### config.mk
export PLATFORM = sky130hd
export DESIGN_NAME = dspmc_exec
export DESIGN_NICKNAME = d
export VERILOG_FILES = /design/src/inc/dspmc_pkg.sv /design/src/core/dspmc_exec.sv /design/src/core/dspmc_mult.sv
export SDC_FILE = /design/constraint.sdc
export NUM_CORES = 1
export LEC_CHECK = 0
export ABC_AREA = 1
export BUFFER_PORTS_ARGS = -buffer_cell sky130_fd_sc_hd__buf_4
export CAP_MARGIN = 20
export CORE_ASPECT_RATIO = 1.25
export CORE_UTILIZATION = 38
export CTS_BUF_LIST = sky130_fd_sc_hd__clkbuf_2
export DETAILED_ROUTE_END_ITERATION = 7
export PLACE_DENSITY = 0.61
export SYNTH_ARGS = -nofsm -noshare
export SYNTH_HDL_FRONTEND = slang
export SYNTH_SLANG_ARGS = --single-unit
### constraint.sdc
create_clock -name clk -period 14.47 [get_ports clk]
set_input_delay 2.894 -clock clk [delete_from_list [all_inputs] [get_ports clk]]
set_output_delay 2.894 -clock clk [all_outputs]
set_load 0.005 [all_outputs]
### src/inc/dspmc_pkg.sv
// Shared constants and carrier types for the multiply/stack/move execution unit
package dspmc_pkg;

	//--------------------------------------------------------------
	// Widths
	//--------------------------------------------------------------
	localparam int DW = 16;
	localparam int AW = 32;
	localparam int DAW = 8;
	localparam int PAW = 12;
	localparam int STK_DEPTH = 4;

	//--------------------------------------------------------------
	// Full-word opcodes
	//--------------------------------------------------------------
	localparam logic [15:0] OPC_ADD_PRODUCT = 16'h7f8f;
	localparam logic [15:0] OPC_PRODUCT_TO_ACC = 16'h7f8e;
	localparam logic [15:0] OPC_SUBTRACT_PRODUCT = 16'h7f90;
	localparam logic [15:0] OPC_POP = 16'h7f9d;
	localparam logic [15:0] OPC_PUSH = 16'h7f9c;

	//--------------------------------------------------------------
	// Upper-byte opcodes (bits 15:8), operand address below
	//--------------------------------------------------------------
	localparam logic [7:0] OPC_LOAD_MCAND = 8'h6a;
	localparam logic [7:0] OPC_LOAD_MCAND_ACC = 8'h6c;
	localparam logic [7:0] OPC_LOAD_MCAND_ACC_MOVE = 8'h6b;
	localparam logic [7:0] OPC_MULTIPLY = 8'h6d;
	localparam logic [7:0] OPC_DATA_MOVE = 8'h69;
	localparam logic [7:0] OPC_TABLE_READ = 8'h67;
	localparam logic [7:0] OPC_TABLE_WRITE = 8'h7d;

	// Short-field opcodes
	localparam logic [2:0] OPC_MULT_IMM = 3'h4;
	localparam logic [4:0] OPC_PORT_IN = 5'h08;
	localparam int IMM_MSB = 12;
	localparam int PORT_FIELD_MSB = 10;
	localparam int PORT_FIELD_LSB = 8;

	//--------------------------------------------------------------
	// Cycle counts
	//--------------------------------------------------------------
	localparam logic [1:0] CYC_STACK = 2'h2;
	localparam logic [1:0] CYC_PORT_IN = 2'h2;
	localparam logic [1:0] CYC_TABLE = 2'h3;
	localparam logic [1:0] CNT_LAST = 2'h1;

	// Reset values and data address step
	localparam logic [AW-1:0] ACC_RST = 32'h0000_0000;
	localparam logic [DW-1:0] WORD_RST = 16'h0000;
	localparam logic [DAW-1:0] DADDR_ONE = 8'h01;

	//--------------------------------------------------------------
	// Types
	//--------------------------------------------------------------
	typedef enum logic [2:0] {
		MC_NONE, MC_PUSH, MC_POP, MC_PORT_IN, MC_TBL_RD, MC_TBL_WR
	} dspmc_mcop_t;

	// Instruction with its direct operand already fetched
	typedef struct packed {
		logic valid;
		logic [DW-1:0] instr;
		logic [DW-1:0] operand;
		logic [DAW-1:0] daddr;
	} dspmc_issue_t;

	typedef struct packed {
		logic we;
		logic [DAW-1:0] addr;
		logic [DW-1:0] data;
	} dspmc_dwr_t;

	typedef struct packed {
		logic re;
		logic we;
		logic [PAW-1:0] addr;
		logic [DW-1:0] wdata;
	} dspmc_pmem_t;

	typedef struct packed {
		logic re;
		logic [2:0] sel;
	} dspmc_port_t;

endpackage : dspmc_pkg

### src/core/dspmc_exec.sv
// Execution unit for multiply, stack, data-move, port-in and table ops
// Overview of operation
// - Add-product adds product register to accumulator, one cycle.
// - Load-multiplicand-accumulate loads multiplicand, adds old product.
// - Same, plus copies the operand word to the next address.
// - Multiply: multiplicand times data word into product, one cycle.
// - Immediate multiply: multiplicand times in-word constant to product.
// - Product-transfer replaces accumulator with product, one cycle.
// - Subtract-product subtracts product from accumulator, one cycle.
// - Pop moves top stack entry into accumulator in two cycles.
// - Push places accumulator low word onto stack in two cycles.
// - Data-move copies the data word to the next higher address.
// - Port-input reads selected port into data memory, two cycles.
// - Table-read moves program word into data RAM, three cycles.
// - Table-write moves data word into program memory, three cycles.
module dspmc_exec (
	// Clock and reset
	input wire logic clk,
	input wire logic rstn,
	// Instruction issue
	input wire dspmc_pkg::dspmc_issue_t issue,
	output logic ready_ff,
	output logic done_ff,
	// Data memory write port
	output dspmc_pkg::dspmc_dwr_t dwr_ff,
	// Program memory port
	input wire logic [dspmc_pkg::DW-1:0] pmem_rdata,
	output dspmc_pkg::dspmc_pmem_t pmem_ff,
	// I/O port read
	input wire logic [dspmc_pkg::DW-1:0] port_rdata,
	output dspmc_pkg::dspmc_port_t port_ff,
	// Visible machine state
	output logic [dspmc_pkg::AW-1:0] acc_ff,
	output logic [dspmc_pkg::DW-1:0] mcand_ff,
	output logic [dspmc_pkg::AW-1:0] prod_ff
);

	//----------------------------------------------------------------
	// State
	//----------------------------------------------------------------
	typedef struct packed {
		dspmc_pkg::dspmc_mcop_t op;
		logic [1:0] cnt;
		logic ready;
		logic done;
		logic [dspmc_pkg::AW-1:0] acc;
		logic [dspmc_pkg::DW-1:0] mcand;
		logic [dspmc_pkg::AW-1:0] prod;
		logic [dspmc_pkg::STK_DEPTH-1:0][dspmc_pkg::DW-1:0] stk;
		logic [dspmc_pkg::DAW-1:0] daddr;
		logic [dspmc_pkg::DW-1:0] operand;
		dspmc_pkg::dspmc_dwr_t dwr;
		dspmc_pkg::dspmc_pmem_t pmem;
		dspmc_pkg::dspmc_port_t port;
	} dspmc_state_t;

	dspmc_state_t st_ff;
	dspmc_state_t nxt_st;
	logic accept;
	logic [dspmc_pkg::DW-1:0] mul_b;
	logic [dspmc_pkg::AW-1:0] mul_p;
	logic [7:0] hi;

	assign accept = issue.valid && st_ff.ready;
	assign hi = issue.instr[15:8];

	// Multiplier operand: immediate constant or addressed data word
	always_comb begin
		if (issue.instr[15:13] == dspmc_pkg::OPC_MULT_IMM) begin
			mul_b = {{(dspmc_pkg::DW-dspmc_pkg::IMM_MSB-1)
				{issue.instr[dspmc_pkg::IMM_MSB]}},
				issue.instr[dspmc_pkg::IMM_MSB:0]};
		end else begin
			mul_b = issue.operand;
		end
	end

	dspmc_mult u_mult (
		.mcand(st_ff.mcand),
		.mplier(mul_b),
		.product(mul_p)
	);

	//----------------------------------------------------------------
	// Next-state logic
	//----------------------------------------------------------------
	// Single-cycle ops act at issue; multi-cycle ops hold ready low
	always_comb begin
		nxt_st = st_ff;
		nxt_st.done = 1'b0;
		nxt_st.dwr.we = 1'b0;
		nxt_st.pmem.re = 1'b0;
		nxt_st.pmem.we = 1'b0;
		nxt_st.port.re = 1'b0;
		if (st_ff.op != dspmc_pkg::MC_NONE) begin
			nxt_st.cnt = st_ff.cnt - 2'h1;
			if (st_ff.cnt == dspmc_pkg::CNT_LAST) begin
				nxt_st.op = dspmc_pkg::MC_NONE;
				nxt_st.ready = 1'b1;
				nxt_st.done = 1'b1;
				unique case (st_ff.op)
					dspmc_pkg::MC_PUSH: begin
						nxt_st.stk = {st_ff.stk[dspmc_pkg::STK_DEPTH-2:0],
							st_ff.acc[dspmc_pkg::DW-1:0]};
					end
					dspmc_pkg::MC_POP: begin
						nxt_st.acc = {dspmc_pkg::WORD_RST, st_ff.stk[0]};
						nxt_st.stk = {st_ff.stk[dspmc_pkg::STK_DEPTH-1],
							st_ff.stk[dspmc_pkg::STK_DEPTH-1:1]};
					end
					dspmc_pkg::MC_PORT_IN: begin
						nxt_st.dwr = '{1'b1, st_ff.daddr, port_rdata};
					end
					dspmc_pkg::MC_TBL_RD: begin
						nxt_st.dwr = '{1'b1, st_ff.daddr, pmem_rdata};
					end
					dspmc_pkg::MC_TBL_WR: begin
						nxt_st.pmem.we = 1'b1;
						nxt_st.pmem.wdata = st_ff.operand;
					end
					default: begin
						nxt_st.done = 1'b1;
					end
				endcase
			end
		end else if (accept) begin
			nxt_st.done = 1'b1;
			nxt_st.daddr = issue.daddr;
			nxt_st.operand = issue.operand;
			if (issue.instr == dspmc_pkg::OPC_ADD_PRODUCT) begin
				nxt_st.acc = st_ff.acc + st_ff.prod;
			end else if (issue.instr == dspmc_pkg::OPC_PRODUCT_TO_ACC) begin
				nxt_st.acc = st_ff.prod;
			end else if (issue.instr == dspmc_pkg::OPC_SUBTRACT_PRODUCT) begin
				nxt_st.acc = st_ff.acc - st_ff.prod;
			end else if (issue.instr == dspmc_pkg::OPC_PUSH ||
				issue.instr == dspmc_pkg::OPC_POP) begin
				nxt_st.op = (issue.instr == dspmc_pkg::OPC_PUSH) ?
					dspmc_pkg::MC_PUSH : dspmc_pkg::MC_POP;
				nxt_st.cnt = dspmc_pkg::CYC_STACK - 2'h1;
				nxt_st.ready = 1'b0;
				nxt_st.done = 1'b0;
			end else if (hi == dspmc_pkg::OPC_LOAD_MCAND) begin
				nxt_st.mcand = issue.operand;
			end else if (hi == dspmc_pkg::OPC_LOAD_MCAND_ACC ||
				hi == dspmc_pkg::OPC_LOAD_MCAND_ACC_MOVE) begin
				nxt_st.mcand = issue.operand;
				nxt_st.acc = st_ff.acc + st_ff.prod;
				if (hi == dspmc_pkg::OPC_LOAD_MCAND_ACC_MOVE) begin
					nxt_st.dwr = '{1'b1, issue.daddr + dspmc_pkg::DADDR_ONE,
						issue.operand};
				end
			end else if (hi == dspmc_pkg::OPC_MULTIPLY ||
				issue.instr[15:13] == dspmc_pkg::OPC_MULT_IMM) begin
				nxt_st.prod = mul_p;
			end else if (hi == dspmc_pkg::OPC_DATA_MOVE) begin
				nxt_st.dwr = '{1'b1, issue.daddr + dspmc_pkg::DADDR_ONE,
					issue.operand};
			end else if (issue.instr[15:11] == dspmc_pkg::OPC_PORT_IN) begin
				nxt_st.op = dspmc_pkg::MC_PORT_IN;
				nxt_st.cnt = dspmc_pkg::CYC_PORT_IN - 2'h1;
				nxt_st.ready = 1'b0;
				nxt_st.done = 1'b0;
				nxt_st.port = '{1'b1,
					issue.instr[dspmc_pkg::PORT_FIELD_MSB:dspmc_pkg::PORT_FIELD_LSB]};
			end else if (hi == dspmc_pkg::OPC_TABLE_READ ||
				hi == dspmc_pkg::OPC_TABLE_WRITE) begin
				nxt_st.op = (hi == dspmc_pkg::OPC_TABLE_READ) ?
					dspmc_pkg::MC_TBL_RD : dspmc_pkg::MC_TBL_WR;
				nxt_st.cnt = dspmc_pkg::CYC_TABLE - 2'h1;
				nxt_st.ready = 1'b0;
				nxt_st.done = 1'b0;
				nxt_st.pmem.re = (hi == dspmc_pkg::OPC_TABLE_READ);
				nxt_st.pmem.addr = st_ff.acc[dspmc_pkg::PAW-1:0];
			end
		end
	end

	// State register
	always_ff @(posedge clk or negedge rstn) begin
		if (!rstn) begin
			st_ff <= '0;
			st_ff.ready <= 1'b1;
		end else begin
			st_ff <= nxt_st;
		end
	end

	//----------------------------------------------------------------
	// Outputs
	//----------------------------------------------------------------
	assign ready_ff = st_ff.ready;
	assign done_ff = st_ff.done;
	assign dwr_ff = st_ff.dwr;
	assign pmem_ff = st_ff.pmem;
	assign port_ff = st_ff.port;
	assign acc_ff = st_ff.acc;
	assign mcand_ff = st_ff.mcand;
	assign prod_ff = st_ff.prod;
endmodule : dspmc_exec

### src/core/dspmc_mult.sv
// Signed 16x16 multiplier feeding the product register
module dspmc_mult (
	// Operands
	input wire logic [dspmc_pkg::DW-1:0] mcand,
	input wire logic [dspmc_pkg::DW-1:0] mplier,
	// Result
	output logic [dspmc_pkg::AW-1:0] product
);

	// Both operands two's complement, full-width product
	always_comb begin
		product = $signed(mcand) * $signed(mplier);
	end

endmodule : dspmc_mult

# Word level (Yosys, flattened, before mapping)
# Cells that the tools add are included.
[classes] addsub=4 mul=1 n_div=0 order_cmp=0 eq_ne=37 shift=0 mux=69 bitwise_logic=11 reduce_logical=23
[op_table] operator="48-bit two-way mux" count=10
[op_table] operator="32-bit two-way mux" count=7
[op_table] operator="26-bit two-way mux" count=7
[op_table] operator="64-bit one-hot mux with 2 select lines" count=1
[op_table] operator="25-bit two-way mux" count=5
[op_table] operator="87-bit two-way mux" count=1
[op_table] operator="16-bit by 15-bit == test with 1-bit output (second input constant)" count=5
[op_table] operator="80-bit two-way mux" count=1
[op_table] operator="39-bit two-way mux" count=2
[op_table] operator="7-bit two-way mux" count=9
[op_table] operator="8-bit by 7-bit == test with 1-bit output (second input constant)" count=7
[op_table] operator="25-bit one-hot mux with 2 select lines" count=1
[op_table] operator="4-bit two-way mux" count=11
[op_table] operator="34-bit two-way mux" count=1
[op_table] operator="32-bit adder" count=1
[op_table] operator="16-bit by 16-bit multiplier with 32-bit output" count=1
[op_table] operator="16-bit two-way mux" count=2
[op_table] operator="32-bit subtractor" count=1
[op_table] operator="11-bit AND reduction" count=2
[op_table] operator="3-bit inequality test (second input constant)" count=6
[op_table] operator="9-bit AND reduction" count=2
[op_table] operator="12-bit AND reduction" count=1
[op_table] operator="1-bit inverter" count=11
[op_table] operator="2-bit inequality test (second input constant)" count=5
[op_table] operator="26 further kinds" count=45
[word_totals] register_bits=234 latchBits=0 ramBits=0 romBits=0 in_bits=75 wordCells=167 memories=0

# Longest topological paths before layout
[logic_depth] depth_word=16 mapped_depth=33 mapped_depth_nobuf=31

# Modules after synthesis
# From an unflattened synthesis, not the netlist that was laid out.
[hier_totals] cells_unflattened=3998 hier_area_um2=27735.4
[by_module_without_submodules] mod="dspmc_exec" instances=1 cells_each=2522 area_per_inst_um2=16947.5 seq_area_each_um2=5856.9
[by_module_without_submodules] mod="dspmc_mult" instances=1 cells_each=1476 area_per_inst_um2=10787.8 seq_area_each_um2=0.0

# Least setup slack after synthesis
# Ideal clock, no wire load.
[synth_path] path_type="input-to-reg" startpoint="in issue[37] (netlist bit)" endpoint="reg st_ff, in the netlist prod_ff[29]" setup_time_ns=0.130 arrival_time_ns=8.511 t_required_ns=14.340 path_slack_ns=5.829 path_stages=22 cell_sequence="nor3_2 inv_1 clkbuf_1 o21ai_2 nor2_1 fa_1 fa_1 fa_1 fa_1 fa_1 inv_1 fa_1 inv_1 ha_1 a21oi_1 o21ai_0 a21oi_1 o21ai_0 a21oi_1 nand3_1 nand3_1 o21ai_0"
[synth_via] elab_chain_cells=4
[synth_lines] element="from (decl)" line_no="dspmc_exec.sv:21" text="input wire dspmc_pkg::dspmc_issue_t issue,"
[synth_lines] element="branches (longest 4 deep; another with 16-bit by 16-bit multiplier with 32-bit output)"
[synth_lines] element="to (signal assigned)" line_no="dspmc_exec.sv:185" text="st_ff <= nxt_st;"
[synth_lines] element="to (decl)" line_no="dspmc_exec.sv:57" text="dspmc_state_t st_ff;"
# Parallel ways; which one is timed is not known.
# A chain may end at the register's enable or synchronous reset.

# Worst setup path in the final report
[layout_path] startpoint="in issue[37] (netlist bit)" endpoint="reg st_ff, in the netlist prod_ff[24]"
# The elaborated chain is that of the path after synthesis.

==> run_results.csv <==
group,metric,value,unit
power_and_ir_drop,vdd_drop_max,0.160,mV
floorplan,die_w,240,um
route,vias_per_cell,5.20,
power_and_ir_drop,power_density,222,nW/um2
placed_design,placed_cells,4629,
route,vias,24667,
final_layout,multi_input_area,17000,um2
timing,final_max_slew_viol_count,0,
hold_path,hold_path.class,"reg2reg",
power_and_ir_drop,p_switching,0.00367,W
timing,worstMarginPinSlew,1130,ps
power_and_ir_drop,p_seq_share,19.3,%
final_layout,mostFrequentLayoutCells,"nand2_1, inv_1, nor2_1",
final_layout,final_area,28800,um2
power_and_ir_drop,pwr-share-clk,8.2,%
synth,synthArstFlopShare,100,%
clock_tree,clock_path_buffers,3,
timing,finalHoldViolCount,0,
critical_path,path_class,"in2reg",
clock_tree,clk_pin_slew_worst_paths,100,ps
critical_path,worstPathRequired,15280,ps
global_routing,antenna_found_initial,4,
power_and_ir_drop,switching_share,57.2,%
timing,rsz0062_at_grt,"false",
power_and_ir_drop,p_comb_share,72.5,%
timing,fin_crit,9680,ps
timing,skew,140,ps
critical_path,start_kind,"primary input",
synth,ys_types,49,
synth,synth_ff_type,"dfrtp_1",
clock_tree,post_cts_buffers,0,
timing,setup_violations,0,
clock_tree,cts_resized,0,
clock_tree,cts_tree,"yes",
clock_tree,root_buffer,"clkbuf_2",
timing,min_period_over_period,66.9,%
critical_path,arrival,10490,ps
timing,max_freq,103,MHz
timing,setup_tns,0,ps
global_routing,grt_pass1_vias,25130,
route,ant_nets,0,
placed_design,gp_congestion,1.01,
route,drtIter0Drc,1983,
synth,synth_seq_cells,234,
global_routing,grt_overflow_total,0,
final_layout,fillerInstances,7469,
route,dr.pass1.iters,7,
synth,yosys_warnings,0,
timing,timing.slew.headroom,24.1,%
floorplan,pin_count,216,
synth,synthCells,3739,
floorplan,die_y,299,um
route,wl,92600,um
final_layout,stdcell_count,4746,
route,drc_errors,0,
power_and_ir_drop,p_leak,15.5,nW
power_and_ir_drop,fin_total_pwr,0.00641,W
route,wire_per_inst,19.5,um
floorplan,dieArea,71800,um2
run_status,status,"finished, final reports clean",
floorplan,start_util,38.6,%
placed_design,dpl-instance-area,28200,um2
global_routing,grt_pass1_wl,144000,um
clock_tree,clock_latency,1080,ps
global_routing,grt_util_all_layers,26.3,%
final_layout,final_nets,4248,
synth,syn_area,26900,um2
critical_path,cp-end-kind,"register",
floorplan,fp-row-count,108,
power_and_ir_drop,internal_power,0.00274,W
clock_tree,cts_hold_buf,0,
synth,synth_edf_count,0,
synth,synth_seq_area_share,21.8,%
global_routing,grt_start_max_net_pins,88,
clock_tree,clock-sinks,234,
floorplan,coreArea,69700,um2
final_layout,drive_above_1_share,10.3,%
clock_tree,h-tree-depth,3,
placed_design,io_buffers,215,
critical_path,critPathMaxFanout,18,
clock_tree,numCtsBuffers,66,
final_layout,area_growth,7.29,%
final_layout,final_common_cell,"nand2_1",
synth,syn_avg_cell_area,7.19,um2
synth,syn_nets,4224,
placed_design,post-dp-hpwl,72400,um
run,drv_cap,0,
final_layout,ff_latch_area,5860,um2
==> final timing paths <==
check / startpoint / end / slack, ps / cells past startpoint
setup / recovery: issue[37] / prod_ff[24] / 4790 / 25
min in group asynchronous: rstn / dwr_ff[24] / 1800 / 1
hold / removal: st_ff[60] / pmem_ff[1] / 460 / 2
setup reg to reg: mcand_ff[15] / prod_ff[24] / 7800 / 18
hold reg to reg: st_ff[60] / pmem_ff[1] / 460 / 2
max in group asynchronous: rstn / pmem_ff[26] / 11150 / 2
==> logic make-up after synthesis <==
group / count (synthesis) / synth area share [%]
AOI/OAI and AO/OA: 428 / 8.61
adders and majority gates: 410 / 26.5
buffers and inverters: 926 / 15.1
and+or+nand+nor: 1685 / 26.2
muxes: 7 / 0.293
xor gates and xnor gates: 49 / 1.60
DFF: 234 / 21.8
==> per-stage QoR <==
step | util [%] | setup WS (ps) | hold slack [ps]
6_report | 41.4 | 4790 | 456
3_3_place_gp | 40.5 | 3800 | 450
3_5_place_dp | 40.5 | 3770 | 456
4_1_cts | 41.3 | 4820 | 447
5_1_grt | 41.4 | 4350 | 461
2_1_floorplan | - | 5830 | 442
==> final cells by class <==
cell class | instances | area share [%]
multi-input combinational | 2579 | 58.9
sequential | 234 | 20.3
inverter | 647 | 8.42
timing repair buffer | 235 | 6.14
tap | 935 | 4.06
clock buffer | 92 | 1.60
clock inverter | 20 | 0.529
antenna | 4 | 0.0347
==> critical path, cell delays in order <==
cell and delay, ps:
buf_4 130, nor3_2 710, inv_1 470, o21ai_0 800
inv_1 480, nand2_1 210, fa_1 400, inv_1 110
fa_1 450, fa_1 580, fa_1 430, fa_1 480
inv_1 50, fa_1 470, inv_1 40, ha_1 360
nand2_1 120, nor2_1 260, inv_1 100, nor4_1 390
o21ai_0 220, nand3_1 130, nand2_1 50, nand3_1 70
o21ai_0 80
==> power by group through the flow <==
stage	registers (W)	logic, W	clock network (W)
floorplan	0.00108	0.00339	0
finish	0.00124	0.00465	0.000526
CTS	0.00123	0.00464	0.000543
detailed placement	0.00124	0.00461	0
global placement	0.00124	0.00460	0
global route	0.00126	0.00525	0.000575
==> per-layer routing <==
layer | track usage [%] | vias up | share of wire (%)
met3 | 3.58 | 260 | 5.7
met5 | 0 | - | 0.014
li1 | - | 11543 | -
met4 | 14.4 | 2 | 5.6
met1 | 31.4 | 11938 | 39
met2 | 45.4 | 924 | 49
==> cells in the mapped netlist (all sizes together), types with 13 or more instances <==
library cell	n	area share (%)
a21oi	164	3.1
ha	146	6.8
dfrtp	233	22
nand2	919	13
xor2	33	1.1
xnor2	16	0.52
nor2	354	5.2
fa	264	20
nand4	33	0.77
inv	634	8.9
o21ai	180	3.4
buf	188	4.8
nor3	37	0.75
clkbuf	91	1.3
nand3	321	6.1
o21bai	14	0.39
a31oi	50	1.2
clkinv	13	0.18
==> flip-flops by register name (all words and copies together) (netlist names) <==
signal and cells:
acc_ff 32, done_ff 1, dwr_ff 25, mcand_ff 16, pmem_ff 30, port_ff 4, prod_ff 32, ready_ff 1
st_ff 93
Power figures use the tool's default switching activity.
